===== config.mk =====
export PLATFORM = sky130hd
export DESIGN_NAME = uifl_top
export DESIGN_NICKNAME = d
export VERILOG_FILES = /design/src/common/uifl_pkg.sv /design/src/hdl/uifl_sync.sv /design/src/hdl/uifl_top.sv
export SDC_FILE = /design/constraint.sdc
export NUM_CORES = 1
export LEC_CHECK = 0
export BUFFER_PORTS_ARGS = -buffer_cell sky130_fd_sc_hd__buf_2
export CAP_MARGIN = 5
export CELL_PAD_IN_SITES_DETAIL_PLACEMENT = 2
export CELL_PAD_IN_SITES_GLOBAL_PLACEMENT = 2
export CORE_MARGIN = 4
export CORE_UTILIZATION = 33
export CTS_CLUSTER_DIAMETER = 200
export DETAILED_ROUTE_END_ITERATION = 10
export MAX_ROUTING_LAYER = met4
export PLACE_DENSITY_LB_ADDON = 0.3
export SYNTH_ARGS = -nofsm -noshare
export SYNTH_HDL_FRONTEND = slang
export SYNTH_SLANG_ARGS = --single-unit

===== constraint.sdc =====
create_clock -name ref_clk -period 5.36 [get_ports ref_clk]
set_input_delay 1.072 -clock ref_clk [delete_from_list [all_inputs] [get_ports ref_clk]]
set_output_delay 1.072 -clock ref_clk [all_outputs]
set_load 0.01 [all_outputs]

===== src/common/uifl_pkg.sv =====
// Constants and types shared by the USB interrupt flag and enable logic
package uifl_pkg;

   // ---------------------------------------------------------------
   // Bus and register geometry
   // ---------------------------------------------------------------
   localparam int ADDR_W   = 12;
   localparam int DATA_W   = 32;
   localparam int IDX_W    = 10;
   localparam int REG_W    = 8;
   localparam int EP_NUM   = 5;
   localparam int EP_SEL_W = 3;

   // Register indices; byte address is four times the index
   localparam logic [IDX_W-1:0] IDX_FIFO_PAIRING = 10'h0e3;
   localparam logic [IDX_W-1:0] IDX_BUS_EV_EN    = 10'h0e4;
   localparam logic [IDX_W-1:0] IDX_IN_EMPTY_EN  = 10'h0e5;
   localparam logic [IDX_W-1:0] IDX_OUT_FULL_EN  = 10'h0e6;
   localparam logic [IDX_W-1:0] IDX_NAK_IRQ_EN   = 10'h0e7;
   localparam logic [IDX_W-1:0] IDX_EV_SUMMARY   = 10'h0e8;
   localparam logic [IDX_W-1:0] IDX_IN_EMPTY     = 10'h0e9;
   localparam logic [IDX_W-1:0] IDX_OUT_FULL     = 10'h0ea;
   localparam logic [IDX_W-1:0] IDX_NAK_FLAG     = 10'h0eb;

   localparam logic [REG_W-1:0] REG_RESET = 8'h00;

   // ---------------------------------------------------------------
   // Field positions
   // ---------------------------------------------------------------
   localparam int SUM_BUS_EV_BIT   = 7;
   localparam int SUM_IN_EMPTY_BIT = 6;
   localparam int SUM_OUT_FULL_BIT = 5;
   localparam int SUM_NAK_BIT      = 4;
   localparam int BUS_EV_W         = 4;
   localparam int BUS_RESET_BIT    = 3;
   localparam int BUS_IDLE_BIT     = 2;
   localparam int EOP_BIT          = 1;
   localparam int BUS_WAKE_BIT     = 0;

   localparam int PAIR_W           = 4;
   localparam int PAIR_EP1_IN_BIT  = 0;
   localparam int PAIR_EP3_IN_BIT  = 1;
   localparam int PAIR_EP1_OUT_BIT = 2;
   localparam int PAIR_EP3_OUT_BIT = 3;

   // ---------------------------------------------------------------
   // Timing
   // ---------------------------------------------------------------
   localparam int CLK_MHZ      = 100;
   localparam int IDLE_TIME_US = 3000;
   localparam int IDLE_CYCLES  = IDLE_TIME_US * CLK_MHZ;

   // ---------------------------------------------------------------
   // Event strobes from the serial interface engine
   // ---------------------------------------------------------------
   typedef struct packed {
      logic                busReset;
      logic                endOfPacket;
      logic                inToken;
      logic [EP_SEL_W-1:0] inTokenEp;
   } uifl_sie_ev_t;

endpackage


===== src/hdl/uifl_sync.sv =====
// Three-stage pin synchroniser with agreement filter
`timescale 1ns/1ps
module uifl_sync (
   input  wire logic ref_clk,
   input  wire logic rst,
   input  wire logic pinIn,
   output logic      levelOut
);

   logic stage1_reg;
   logic stage2_reg;
   logic stage3_reg;

   // Only stages two and three are compared; stage one may be metastable
   always_ff @(posedge ref_clk) begin
      if (rst) begin
         stage1_reg <= 1'b0;
         stage2_reg <= 1'b0;
         stage3_reg <= 1'b0;
         levelOut   <= 1'b0;
      end else begin
         stage1_reg <= pinIn;
         stage2_reg <= stage1_reg;
         stage3_reg <= stage2_reg;
         if (stage2_reg == stage3_reg) begin
            levelOut <= stage3_reg;
         end
      end
   end

endmodule


===== src/hdl/uifl_top.sv =====
// USB interrupt flag and enable logic with APB register slave
//
// Function
// RULE_01: NAK an IN token when FIFO not ready
// RULE_02: NAK enable register, bits 4..0 per endpoint
// RULE_03: Summary bit 7 ORs the four bus flags
// RULE_04: Summary bit 6 ORs IN empty flags
// RULE_05: Summary bit 5 ORs OUT full flags
// RULE_06: Summary bit 4 ORs NAK flags
// RULE_07: Bus reset sets flag, resets nothing else
// RULE_08: Software restarts engine and reinitialises after reset
// RULE_09: 3 ms idle sets suspend, stops engine clock
// RULE_10: Clearing suspend flag restarts engine clock
// RULE_11: Valid end of packet sets its flag
// RULE_12: Activity during suspend sets wake flag
// RULE_13: Software clears suspend flag on wake
// RULE_14: IN flag sets on FIFO full to empty
// RULE_15: OUT flag sets on FIFO empty to full
// RULE_16: Flags sticky; writing zero clears that bit
// RULE_17: Paired FIFOs raise only odd endpoint flags
// RULE_18: Bus event enable register, four enables
// RULE_19: All sources merge onto one interrupt line
// RULE_20: Pairing register couples endpoints 1-2, 3-4
// RULE_21: NAK flag sets per endpoint on NAK
// RULE_22: Interrupt high while enabled flag is set
//
// Implementation choice: the APB interface to the registers.
`timescale 1ns/1ps
module uifl_top
   import uifl_pkg::*;
#(
   parameter int IDLE_CYCLES_P = IDLE_CYCLES
) (
   input  wire logic              ref_clk,
   input  wire logic              rst,
   input  wire logic              psel,
   input  wire logic              penable,
   input  wire logic              pwrite,
   input  wire logic [ADDR_W-1:0] paddr,
   input  wire logic [DATA_W-1:0] pwdata,
   output logic      [DATA_W-1:0] prdata,
   output logic                   pready,
   output logic                   pslverr,
   input  wire uifl_sie_ev_t      sieEv,
   input  wire logic              busActivityPin,
   input  wire logic [EP_NUM-1:0] inFifoEmpty,
   input  wire logic [EP_NUM-1:0] inFifoReady,
   input  wire logic [EP_NUM-1:0] outFifoFull,
   output logic                   nakStb,
   output logic                   sieClkEn,
   output logic      [PAIR_W-1:0] fifoPairing,
   output logic                   usbIrq
);

   localparam int IDLE_W = $clog2(IDLE_CYCLES_P + 1);
   localparam logic [IDLE_W-1:0] IDLE_LIMIT = IDLE_W'(IDLE_CYCLES_P);
   localparam logic [IDLE_W-1:0] IDLE_LAST  = IDLE_W'(IDLE_CYCLES_P - 1);

   // ---------------------------------------------------------------
   // State
   // ---------------------------------------------------------------
   logic [BUS_EV_W-1:0] busEvFlag_reg;
   logic [BUS_EV_W-1:0] busEvFlag_next;
   logic [EP_NUM-1:0]   inEmptyFlag_reg;
   logic [EP_NUM-1:0]   inEmptyFlag_next;
   logic [EP_NUM-1:0]   outFullFlag_reg;
   logic [EP_NUM-1:0]   outFullFlag_next;
   logic [EP_NUM-1:0]   nakFlag_reg;
   logic [EP_NUM-1:0]   nakFlag_next;
   logic [BUS_EV_W-1:0] busEvEnable_reg;
   logic [EP_NUM-1:0]   inEmptyEnable_reg;
   logic [EP_NUM-1:0]   outFullEnable_reg;
   logic [EP_NUM-1:0]   nakIrqEnable_reg;
   logic [PAIR_W-1:0]   fifoPairing_reg;
   logic [EP_NUM-1:0]   inEmptyPrev_reg;
   logic [EP_NUM-1:0]   outFullPrev_reg;
   logic [IDLE_W-1:0]   idleCnt_reg;
   logic [IDLE_W-1:0]   idleCnt_next;

   // ---------------------------------------------------------------
   // Pin synchroniser for bus activity
   // ---------------------------------------------------------------
   logic busActive;

   uifl_sync u_activity_sync (
      .ref_clk  (ref_clk),
      .rst      (rst),
      .pinIn    (busActivityPin),
      .levelOut (busActive)
   );

   // ---------------------------------------------------------------
   // APB decode
   // ---------------------------------------------------------------
   wire             apbAccess = psel & penable;
   wire             apbFirst  = apbAccess & ~pready;
   wire             wrEn      = apbAccess & pready & pwrite;
   wire [IDX_W-1:0] regIdx    = paddr[ADDR_W-1:2];
   wire             aligned   = (paddr[1:0] == 2'h0);
   wire [REG_W-1:0] wData     = pwdata[REG_W-1:0];

   wire hitPair   = aligned & (regIdx == IDX_FIFO_PAIRING);
   wire hitBusEn  = aligned & (regIdx == IDX_BUS_EV_EN);
   wire hitInEn   = aligned & (regIdx == IDX_IN_EMPTY_EN);
   wire hitOutEn  = aligned & (regIdx == IDX_OUT_FULL_EN);
   wire hitNakEn  = aligned & (regIdx == IDX_NAK_IRQ_EN);
   wire hitSum    = aligned & (regIdx == IDX_EV_SUMMARY);
   wire hitInFl   = aligned & (regIdx == IDX_IN_EMPTY);
   wire hitOutFl  = aligned & (regIdx == IDX_OUT_FULL);
   wire hitNakFl  = aligned & (regIdx == IDX_NAK_FLAG);
   wire hitAny    = hitPair | hitBusEn | hitInEn | hitOutEn | hitNakEn
                  | hitSum | hitInFl | hitOutFl | hitNakFl;

   // Clear masks: a bit written as zero is cleared, a one leaves it
   wire [REG_W-1:0] keepSum   = ~({REG_W{wrEn & hitSum}} & ~wData);
   wire [REG_W-1:0] keepInFl  = ~({REG_W{wrEn & hitInFl}} & ~wData);
   wire [REG_W-1:0] keepOutFl = ~({REG_W{wrEn & hitOutFl}} & ~wData);
   wire [REG_W-1:0] keepNakFl = ~({REG_W{wrEn & hitNakFl}} & ~wData);

   // ---------------------------------------------------------------
   // Summary bits, derived and never stored
   // ---------------------------------------------------------------
   wire busEvSummary  = |busEvFlag_reg;                 // [RULE_03]
   wire inEmptySum    = |inEmptyFlag_reg;               // [RULE_04]
   wire outFullSum    = |outFullFlag_reg;               // [RULE_05]
   wire nakSummary    = |nakFlag_reg;                   // [RULE_06]
   wire [REG_W-1:0] summaryRead = {busEvSummary, inEmptySum, outFullSum,
                                   nakSummary, busEvFlag_reg};

   // ---------------------------------------------------------------
   // Per-endpoint event detection
   // ---------------------------------------------------------------
   logic [EP_NUM-1:0] inActive;
   logic [EP_NUM-1:0] outActive;
   logic [EP_NUM-1:0] inEmptySet;
   logic [EP_NUM-1:0] outFullSet;
   logic [EP_NUM-1:0] nakRaw;
   logic [EP_NUM-1:0] nakSet;

   for (genvar i = 0; i < EP_NUM; i++) begin : g_ep
      // Even partner of a pair stays quiet; the odd one carries both
      if (i == 2) begin : g_p1
         assign inActive[i]  = ~fifoPairing_reg[PAIR_EP1_IN_BIT];  // [RULE_17]
         assign outActive[i] = ~fifoPairing_reg[PAIR_EP1_OUT_BIT]; // [RULE_17]
      end else if (i == 4) begin : g_p3
         assign inActive[i]  = ~fifoPairing_reg[PAIR_EP3_IN_BIT];  // [RULE_17]
         assign outActive[i] = ~fifoPairing_reg[PAIR_EP3_OUT_BIT]; // [RULE_17]
      end else begin : g_np
         assign inActive[i]  = 1'b1;
         assign outActive[i] = 1'b1;
      end
      assign inEmptySet[i] = inFifoEmpty[i] & ~inEmptyPrev_reg[i]
                           & inActive[i];                      // [RULE_14]
      assign outFullSet[i] = outFullFlag_set(i);
      assign nakRaw[i]     = sieEv.inToken & ~inFifoReady[i]
                           & (sieEv.inTokenEp == EP_SEL_W'(i)); // [RULE_01]
      assign nakSet[i]     = nakRaw[i] & inActive[i];          // [RULE_21]
   end

   function automatic logic outFullFlag_set(input int ep);
      outFullFlag_set = outFifoFull[ep] & ~outFullPrev_reg[ep]
                      & outActive[ep];                          // [RULE_15]
   endfunction

   // ---------------------------------------------------------------
   // Bus idle timing
   // ---------------------------------------------------------------
   // Counter saturates, so suspend is raised once per idle stretch;
   // clearing the flag during a still idle bus does not re-raise it
   wire idleHit = ~busActive & (idleCnt_reg == IDLE_LAST);      // [RULE_09]
   assign idleCnt_next = busActive ? '0 :
                         (idleCnt_reg == IDLE_LIMIT) ? idleCnt_reg :
                         idleCnt_reg + IDLE_W'(1);

   wire wakeSet = busActive & busEvFlag_reg[BUS_IDLE_BIT];      // [RULE_12]

   // ---------------------------------------------------------------
   // Flag next state: hardware set wins over a software clear
   // ---------------------------------------------------------------
   wire [BUS_EV_W-1:0] busEvSet;
   assign busEvSet[BUS_RESET_BIT] = sieEv.busReset;             // [RULE_07]
   assign busEvSet[BUS_IDLE_BIT]  = idleHit;                    // [RULE_09]
   assign busEvSet[EOP_BIT]       = sieEv.endOfPacket;          // [RULE_11]
   assign busEvSet[BUS_WAKE_BIT]  = wakeSet;                    // [RULE_12]

   assign busEvFlag_next   = (busEvFlag_reg & keepSum[BUS_EV_W-1:0])
                           | busEvSet;                          // [RULE_16]
   assign inEmptyFlag_next = (inEmptyFlag_reg & keepInFl[EP_NUM-1:0])
                           | inEmptySet;                        // [RULE_16]
   assign outFullFlag_next = (outFullFlag_reg & keepOutFl[EP_NUM-1:0])
                           | outFullSet;                        // [RULE_16]
   assign nakFlag_next     = (nakFlag_reg & keepNakFl[EP_NUM-1:0])
                           | nakSet;                            // [RULE_16]

   // ---------------------------------------------------------------
   // Interrupt merge
   // ---------------------------------------------------------------
   wire irqNext = |(busEvFlag_reg & busEvEnable_reg)
                | |(inEmptyFlag_reg & inEmptyEnable_reg)
                | |(outFullFlag_reg & outFullEnable_reg)
                | |(nakFlag_reg & nakIrqEnable_reg);            // [RULE_22]

   // ---------------------------------------------------------------
   // Read multiplexer
   // ---------------------------------------------------------------
   localparam int PAD_EP  = REG_W - EP_NUM;
   localparam int PAD_BUS = REG_W - BUS_EV_W;
   localparam int PAD_DAT = DATA_W - REG_W;

   wire [REG_W-1:0] readByte =
        hitPair  ? {{PAD_BUS{1'b0}}, fifoPairing_reg}   :
        hitBusEn ? {{PAD_BUS{1'b0}}, busEvEnable_reg}   :
        hitInEn  ? {{PAD_EP{1'b0}},  inEmptyEnable_reg} :
        hitOutEn ? {{PAD_EP{1'b0}},  outFullEnable_reg} :
        hitNakEn ? {{PAD_EP{1'b0}},  nakIrqEnable_reg}  :
        hitSum   ? summaryRead                          :
        hitInFl  ? {{PAD_EP{1'b0}},  inEmptyFlag_reg}   :
        hitOutFl ? {{PAD_EP{1'b0}},  outFullFlag_reg}   :
        hitNakFl ? {{PAD_EP{1'b0}},  nakFlag_reg}       :
        REG_RESET;

   // ---------------------------------------------------------------
   // APB slave: one wait state, reply registered
   // ---------------------------------------------------------------
   always_ff @(posedge ref_clk) begin
      if (rst) begin
         pready  <= 1'b0;
         pslverr <= 1'b0;
         prdata  <= '0;
      end else begin
         pready  <= apbFirst;
         pslverr <= apbFirst & ~hitAny;
         if (apbFirst & ~pwrite) begin
            prdata <= {{PAD_DAT{1'b0}}, readByte};
         end
      end
   end

   // ---------------------------------------------------------------
   // Software-written configuration
   // ---------------------------------------------------------------
   always_ff @(posedge ref_clk) begin
      if (rst) begin
         busEvEnable_reg   <= REG_RESET[BUS_EV_W-1:0];
         inEmptyEnable_reg <= REG_RESET[EP_NUM-1:0];
         outFullEnable_reg <= REG_RESET[EP_NUM-1:0];
         nakIrqEnable_reg  <= REG_RESET[EP_NUM-1:0];
         fifoPairing_reg   <= REG_RESET[PAIR_W-1:0];
      end else if (wrEn) begin
         if (hitBusEn) begin
            busEvEnable_reg <= wData[BUS_EV_W-1:0];             // [RULE_18]
         end
         if (hitInEn) begin
            inEmptyEnable_reg <= wData[EP_NUM-1:0];
         end
         if (hitOutEn) begin
            outFullEnable_reg <= wData[EP_NUM-1:0];
         end
         if (hitNakEn) begin
            nakIrqEnable_reg <= wData[EP_NUM-1:0];              // [RULE_02]
         end
         if (hitPair) begin
            fifoPairing_reg <= wData[PAIR_W-1:0];               // [RULE_20]
         end
      end
   end

   // ---------------------------------------------------------------
   // Flags and event history
   // ---------------------------------------------------------------
   // Bus reset only touches its flag; engine and CPU state stay intact
   always_ff @(posedge ref_clk) begin
      if (rst) begin
         busEvFlag_reg   <= REG_RESET[BUS_EV_W-1:0];
         inEmptyFlag_reg <= REG_RESET[EP_NUM-1:0];
         outFullFlag_reg <= REG_RESET[EP_NUM-1:0];
         nakFlag_reg     <= REG_RESET[EP_NUM-1:0];
         inEmptyPrev_reg <= {EP_NUM{1'b1}};
         outFullPrev_reg <= {EP_NUM{1'b0}};
         idleCnt_reg     <= '0;
      end else begin
         busEvFlag_reg   <= busEvFlag_next;                     // [RULE_07]
         inEmptyFlag_reg <= inEmptyFlag_next;
         outFullFlag_reg <= outFullFlag_next;
         nakFlag_reg     <= nakFlag_next;
         inEmptyPrev_reg <= inFifoEmpty;
         outFullPrev_reg <= outFifoFull;
         idleCnt_reg     <= idleCnt_next;
      end
   end

   // ---------------------------------------------------------------
   // Outputs
   // ---------------------------------------------------------------
   // Engine clock follows the suspend flag; software owns the restart
   always_ff @(posedge ref_clk) begin
      if (rst) begin
         nakStb      <= 1'b0;
         sieClkEn    <= 1'b1;
         fifoPairing <= REG_RESET[PAIR_W-1:0];
         usbIrq      <= 1'b0;
      end else begin
         nakStb      <= |nakRaw;                                // [RULE_01]
         sieClkEn    <= ~busEvFlag_next[BUS_IDLE_BIT];    // [RULE_09] [RULE_10]
         fifoPairing <= fifoPairing_reg;
         usbIrq      <= irqNext;                                // [RULE_19]
      end
   end

endmodule


==> impl_metrics.tcl, run 1 <==
set metrics [dict create \
    maxCapViolCount 0 \
    min_period_ps 3180 \
    status "completed" \
    grt_pass1_vias 4232 \
    post_dp_cell_area_um2 4700 \
    path_max_fanout 13 \
    synth.area.top_cells "dfxtp_1 42%, a21oi_1 5.9%, buf_4 4.1%" \
    layout-drive-gt1-share 0.167 \
    p_int_w 0.00107 \
    required_ps 5560 \
    clock_path_buffers 2 \
    layout_common_cells "92 x dfxtp_1, 60 x buf_2, 52 x a21oi_1" \
    ys_seq_area_frac 0.421 \
    ir_drop_mv 0.171 \
    slew_violations 0 \
    clkPwrFrac 0.417 \
    gp_congestion 0.905 \
    start_util 0.341 \
    syn_avg_cell_area_um2 8.45 \
    finalSetupViolations 0 \
    postCtsSetupRepairBufs 0 \
    combPwrFrac 0.079 \
    drt_first_pass_iters 4 \
    async_flop_share 0 \
    netlist.area_leader.share 0.421 \
    power_w 0.00142 \
    die-area_um2 15200 \
    synth-seq-cells 92 \
    hp-class "flop to flop" \
    grt_use_total 0.203 \
    num-fill-cells 1473 \
    dp.final_hpwl_mm 10.8 \
    wl_per_cell_um 19.6 \
    grt_overflow 0 \
    synth_area_um2 4380 \
    route.detailed.drc 0 \
    ant_nets 0 \
    die_w_um 123 \
    antenna_found_initial 1 \
    path_clk_slew_ps 70 \
    cts_made_buffers 9 \
    fin_area_um2 4960 \
    cts_sinks 92 \
    ctsResizeCount 0 \
    area_delta_synth_final_pct 13.4 \
    wirelength_mm 14.6 \
    startpoint_type "primary input" \
    drtIter0Drc 198 \
    powerDensity_nw_per_um2 285 \
    via_count 3956 \
    setup_tns_ps 0 \
    pwr-share-seq 0.504 \
    die_h_um 123 \
    max_freq_mhz 314 \
    p_leak_nw 1.92 \
    yosysWarningCount 0 \
    ys_types 58 \
    hold_viol 0 \
    fin_crit_sh 0.594 \
    rsz0062_at_grt "no" \
    worst_slack_ps 2180 \
    num_io_pins 112 \
    htree_levels 3 \
    vias_per_cell 5.32 \
    layout_commonest_cell "dfxtp_1" \
    synthFlopType "dfxtp_1" \
    nets 638 \
    grt_pass1_wl_mm 23.0 \
    arrival_ps 3380 \
    p_switching_w 0.000351 \
    synthCells 518 \
    cts_hold_buf 0 \
    port-buffer-count 60 \
    path_class "primary input to flop" \
    clk_latency_ps 340 \
    synth_edf_count 0 \
    final_util 0.387 \
    cts_root_buf "clkbuf_16" \
    cp-end-kind "flop" \
    holdPathStages 1 \
    worst_pin_slew_ps 1160 \
    finClkSkew_ps 7.70 \
    grt_max_degree 73 \
    cts_tree "yes" \
    core_area_um2 12800 \
    rows 41 \
    place_ws_ps 1790 \
    netSwitchingFraction 0.248 \
    relSlewSlack 0.221 \
    largest_register_ffs 19 \
    yosysTopAreaCell "dfxtp_1" \
    r2r.worst_path.cells 5 \
]
[worst max-delay path, cell delays in order]
cell     delay (ps)
buf_2           210
or4b_4          600
nor4_4          860
nand2_1         360
nand2_1         180
a21oi_1          80
[Yosys cell counts (8+ instances only)]
cell type and count:
a21oi_1 52, a22oi_1 8, buf_4 24, clkbuf_1 16
dfxtp_1 92, mux2i_1 13, nand2_1 48, nand2b_1 9
nand3_1 28, nor2_1 48, nor2b_1 17, nor3_1 10
o21ai_0 30, or2_2 11, or4_1 8, xor2_1 13
[metrics by stage]
step / cells / hold slack (ps)
floorplan: 541 / 414
global placement: 726 / 418
detailed placement: 726 / 449
CTS: 742 / 457
global route: 743 / 468
finish: 743 / 452
[power by group through the flow]
stage / combinational (W) / sequential (W) / clock, W
after floorplan: 0.0000842 / 0.000721 / 0
after global placement: 0.000106 / 0.000728 / 0
after detailed placement: 0.000111 / 0.000729 / 0
after CTS: 0.000112 / 0.000714 / 0.000606
after global routing: 0.000125 / 0.000715 / 0.000639
final: 0.000111 / 0.000714 / 0.000591
[cell families (layout without fill, tap and decap cells)]
group | Yosys count | after routing | share of synthesized area
buffers and inverters | 56 | 85 | 0.0749
xor gates and xnor gates | 16 | 16 | 0.0320
muxes | 15 | 15 | 0.0400
other | 1 | 25 | 0.000857
AOI/OAI and AO/OA | 113 | 113 | 0.151
and+or+nand+nor | 223 | 223 | 0.274
adders and majority gates | 2 | 2 | 0.00572
DFF | 92 | 92 | 0.421
[worst paths after layout]
check,startpoint,endpoint,slack (ps)
worst min register to register,u_activity_sync.stage1_reg,u_activity_sync.stage2_reg,450
worst max-delay path,paddr[4],inEmptyEnable_reg[0],2180
worst min-delay path,u_activity_sync.stage1_reg,u_activity_sync.stage2_reg,450
worst max register to register,pready,inEmptyEnable_reg[0],3210
[metal layers]
| metal | up-vias | wire length [um] | GRT usage |
|---|---|---|---|
| met5 | - | 0 | - |
| met4 | 0 | 285 | 0.0727 |
| met3 | 18 | 656 | 0.0247 |
| met2 | 102 | 6640 | 0.318 |
| met1 | 1962 | 6980 | 0.272 |
| li1 | 1874 | - | - |
[layout make-up]
type,count,area [um^2],share of cell area
tap,172,215,0.0434
clock buffer,15,258,0.0519
clock inverter,1,7.51,0.00151
multi-input combinational,393,2290,0.462
inverter,6,22.5,0.00454
sequential,92,1840,0.371
timing repair buffer,63,323,0.0650
antenna,1,2.50,0.000504
(Power assumes the default switching activity.)
==> run 2, diff against run 1 <==
- CORE_UTILIZATION: 33 -> 31
- clock period: 5.36 -> 3.15 ns (I/O delays scaled with it)
==> impl_metrics.tcl, run 2 (synthesis results as in run 1) <==
set metrics [dict create \
    drt_first_pass_iters 4 \
    rsz0062_at_grt "no" \
    clkPwrFrac 0.434 \
    path_clk_slew_ps 70 \
    pwr-share-seq 0.487 \
    wirelength_mm 14.5 \
    powerDensity_nw_per_um2 494 \
    arrival_ps 2630 \
    clk_latency_ps 350 \
    combPwrFrac 0.079 \
    cts_root_buf "clkbuf_16" \
    via_count 3954 \
    relSlewSlack 0.367 \
    htree_levels 3 \
    max_freq_mhz 412 \
    rows 43 \
    netSwitchingFraction 0.248 \
    finalSetupViolations 0 \
    crit_buf_inv 1 \
    drtIter0Drc 211 \
    antenna_found_initial 0 \
    required_ps 3350 \
    place_ws_ps 356 \
    layout_common_cells "92 x dfxtp_1, 60 x buf_2, 52 x a21oi_1" \
    startpoint_type "primary input" \
    cp_slowest_cell "nor4b_2" \
    worst_slack_ps 724 \
    port-buffer-count 60 \
    die_h_um 127 \
    layout_commonest_cell "dfxtp_1" \
    crit_path_max_incr_delay_ps 640 \
    finClkSkew_ps 8.20 \
    grt_overflow 0 \
    r2r.worst_path.cells 5 \
    die_w_um 127 \
    grt_pass1_vias 4033 \
    hp-class "flop to flop" \
    num_io_pins 112 \
    fin_crit_sh 0.770 \
    nets 645 \
    p_switching_w 0.000619 \
    route.detailed.drc 0 \
    core_area_um2 13900 \
    worst_pin_slew_ps 940 \
    setup_tns_ps 0 \
    dp.final_hpwl_mm 10.9 \
    cp.depth 6 \
    p_int_w 0.00187 \
    path_class "primary input to flop" \
    ctsResizeCount 0 \
    maxCapViolCount 0 \
    clock_path_buffers 2 \
    grt_pass1_wl_mm 22.9 \
    wl_per_cell_um 19.2 \
    cp-end-kind "flop" \
    status "completed" \
    postCtsSetupRepairBufs 0 \
    vias_per_cell 5.22 \
    area_delta_synth_final_pct 15.4 \
    path_max_fanout 13 \
    cp_top_family "simple AND/OR/NAND/NOR gates" \
    cts_hold_buf 0 \
    path_cells "buf_2, nor4b_1, nor4b_2, nand2_1, o21ai_0, a21oi_1" \
    grt_max_degree 63 \
    slew_violations 0 \
    cts_tree "yes" \
    cts_made_buffers 9 \
    gp_congestion 0.911 \
    largest_register_ffs 19 \
    num-fill-cells 1603 \
    grt_use_total 0.188 \
    min_period_ps 2430 \
    p_leak_nw 1.97 \
    hold_viol 0 \
    holdPathStages 1 \
    layout-drive-gt1-share 0.184 \
    start_util 0.315 \
    cts_sinks 92 \
    ir_drop_mv 0.286 \
    die-area_um2 16100 \
    ant_nets 0 \
]
[run 2: path summary, 6_finish.rpt]
kind | slack (ps) | startpoint | end
max | 720 | paddr[4] | inEmptyFlag_reg[0]
max reg2reg | 870 | idleCnt_reg[15] | idleCnt_reg[1]
min | 450 | u_activity_sync.stage1_reg | u_activity_sync.stage2_reg
min reg2reg | 450 | u_activity_sync.stage1_reg | u_activity_sync.stage2_reg
[run 2: cell type report]
type | count | area (um^2) | area share
Timing Repair Buffer | 70 | 375 | 0.0743
Clock buffer | 10 | 229 | 0.0453
Tap cell | 180 | 225 | 0.0446
Inverter | 6 | 22.5 | 0.00446
Multi-Input combinational cell | 393 | 2290 | 0.454
Sequential cell | 92 | 1840 | 0.365
Clock inverter | 6 | 62.6 | 0.0124
Antenna cell | 1 | 2.50 | 0.000495
[run 2: stage by stage]
step | hold WS, ps | area [um^2] | std cells | power (W) | util
6_report | 451 | 5050 | 758 | 0.00249 | 0.364
5_1_grt | 472 | 5050 | 757 | 0.00261 | 0.364
4_1_cts | 460 | 5050 | 757 | 0.00253 | 0.364
3_5_place_dp | 442 | 4760 | 741 | 0.00144 | 0.343
3_3_place_gp | 417 | 4760 | 741 | 0.00143 | 0.343
2_1_floorplan | 414 | 4460 | 541 | 0.00137 | -
[run 2: power groups by stage]
stage | Clock, W | Sequential [W] | Combinational [W]
2_1_floorplan | 0 | 0.00123 | 0.000143
3_3_place_gp | 0 | 0.00124 | 0.000188
3_5_place_dp | 0 | 0.00124 | 0.000196
4_1_cts | 0.00112 | 0.00121 | 0.000197
5_1_grt | 0.00118 | 0.00122 | 0.000219
6_report | 0.00108 | 0.00122 | 0.000196
[run 2: per-layer routing]
| metal | global-route usage | vias up | routed length (um) |
|---|---|---|---|
| met1 | 0.258 | 1931 | 6880 |
| met2 | 0.279 | 109 | 6470 |
| met3 | 0.0278 | 18 | 823 |
| met4 | 0.0744 | 0 | 345 |
| li1 | - | 1896 | - |
| met5 | - | - | 0 |
[run 2: worst register-to-register path, cell delays in order (launching register included)]
cell and delay [ps]:
dfxtp_1 380, nor4bb_1 390, nand4_1 260, nor3_1 780
mux2i_1 270, nor2_1 60
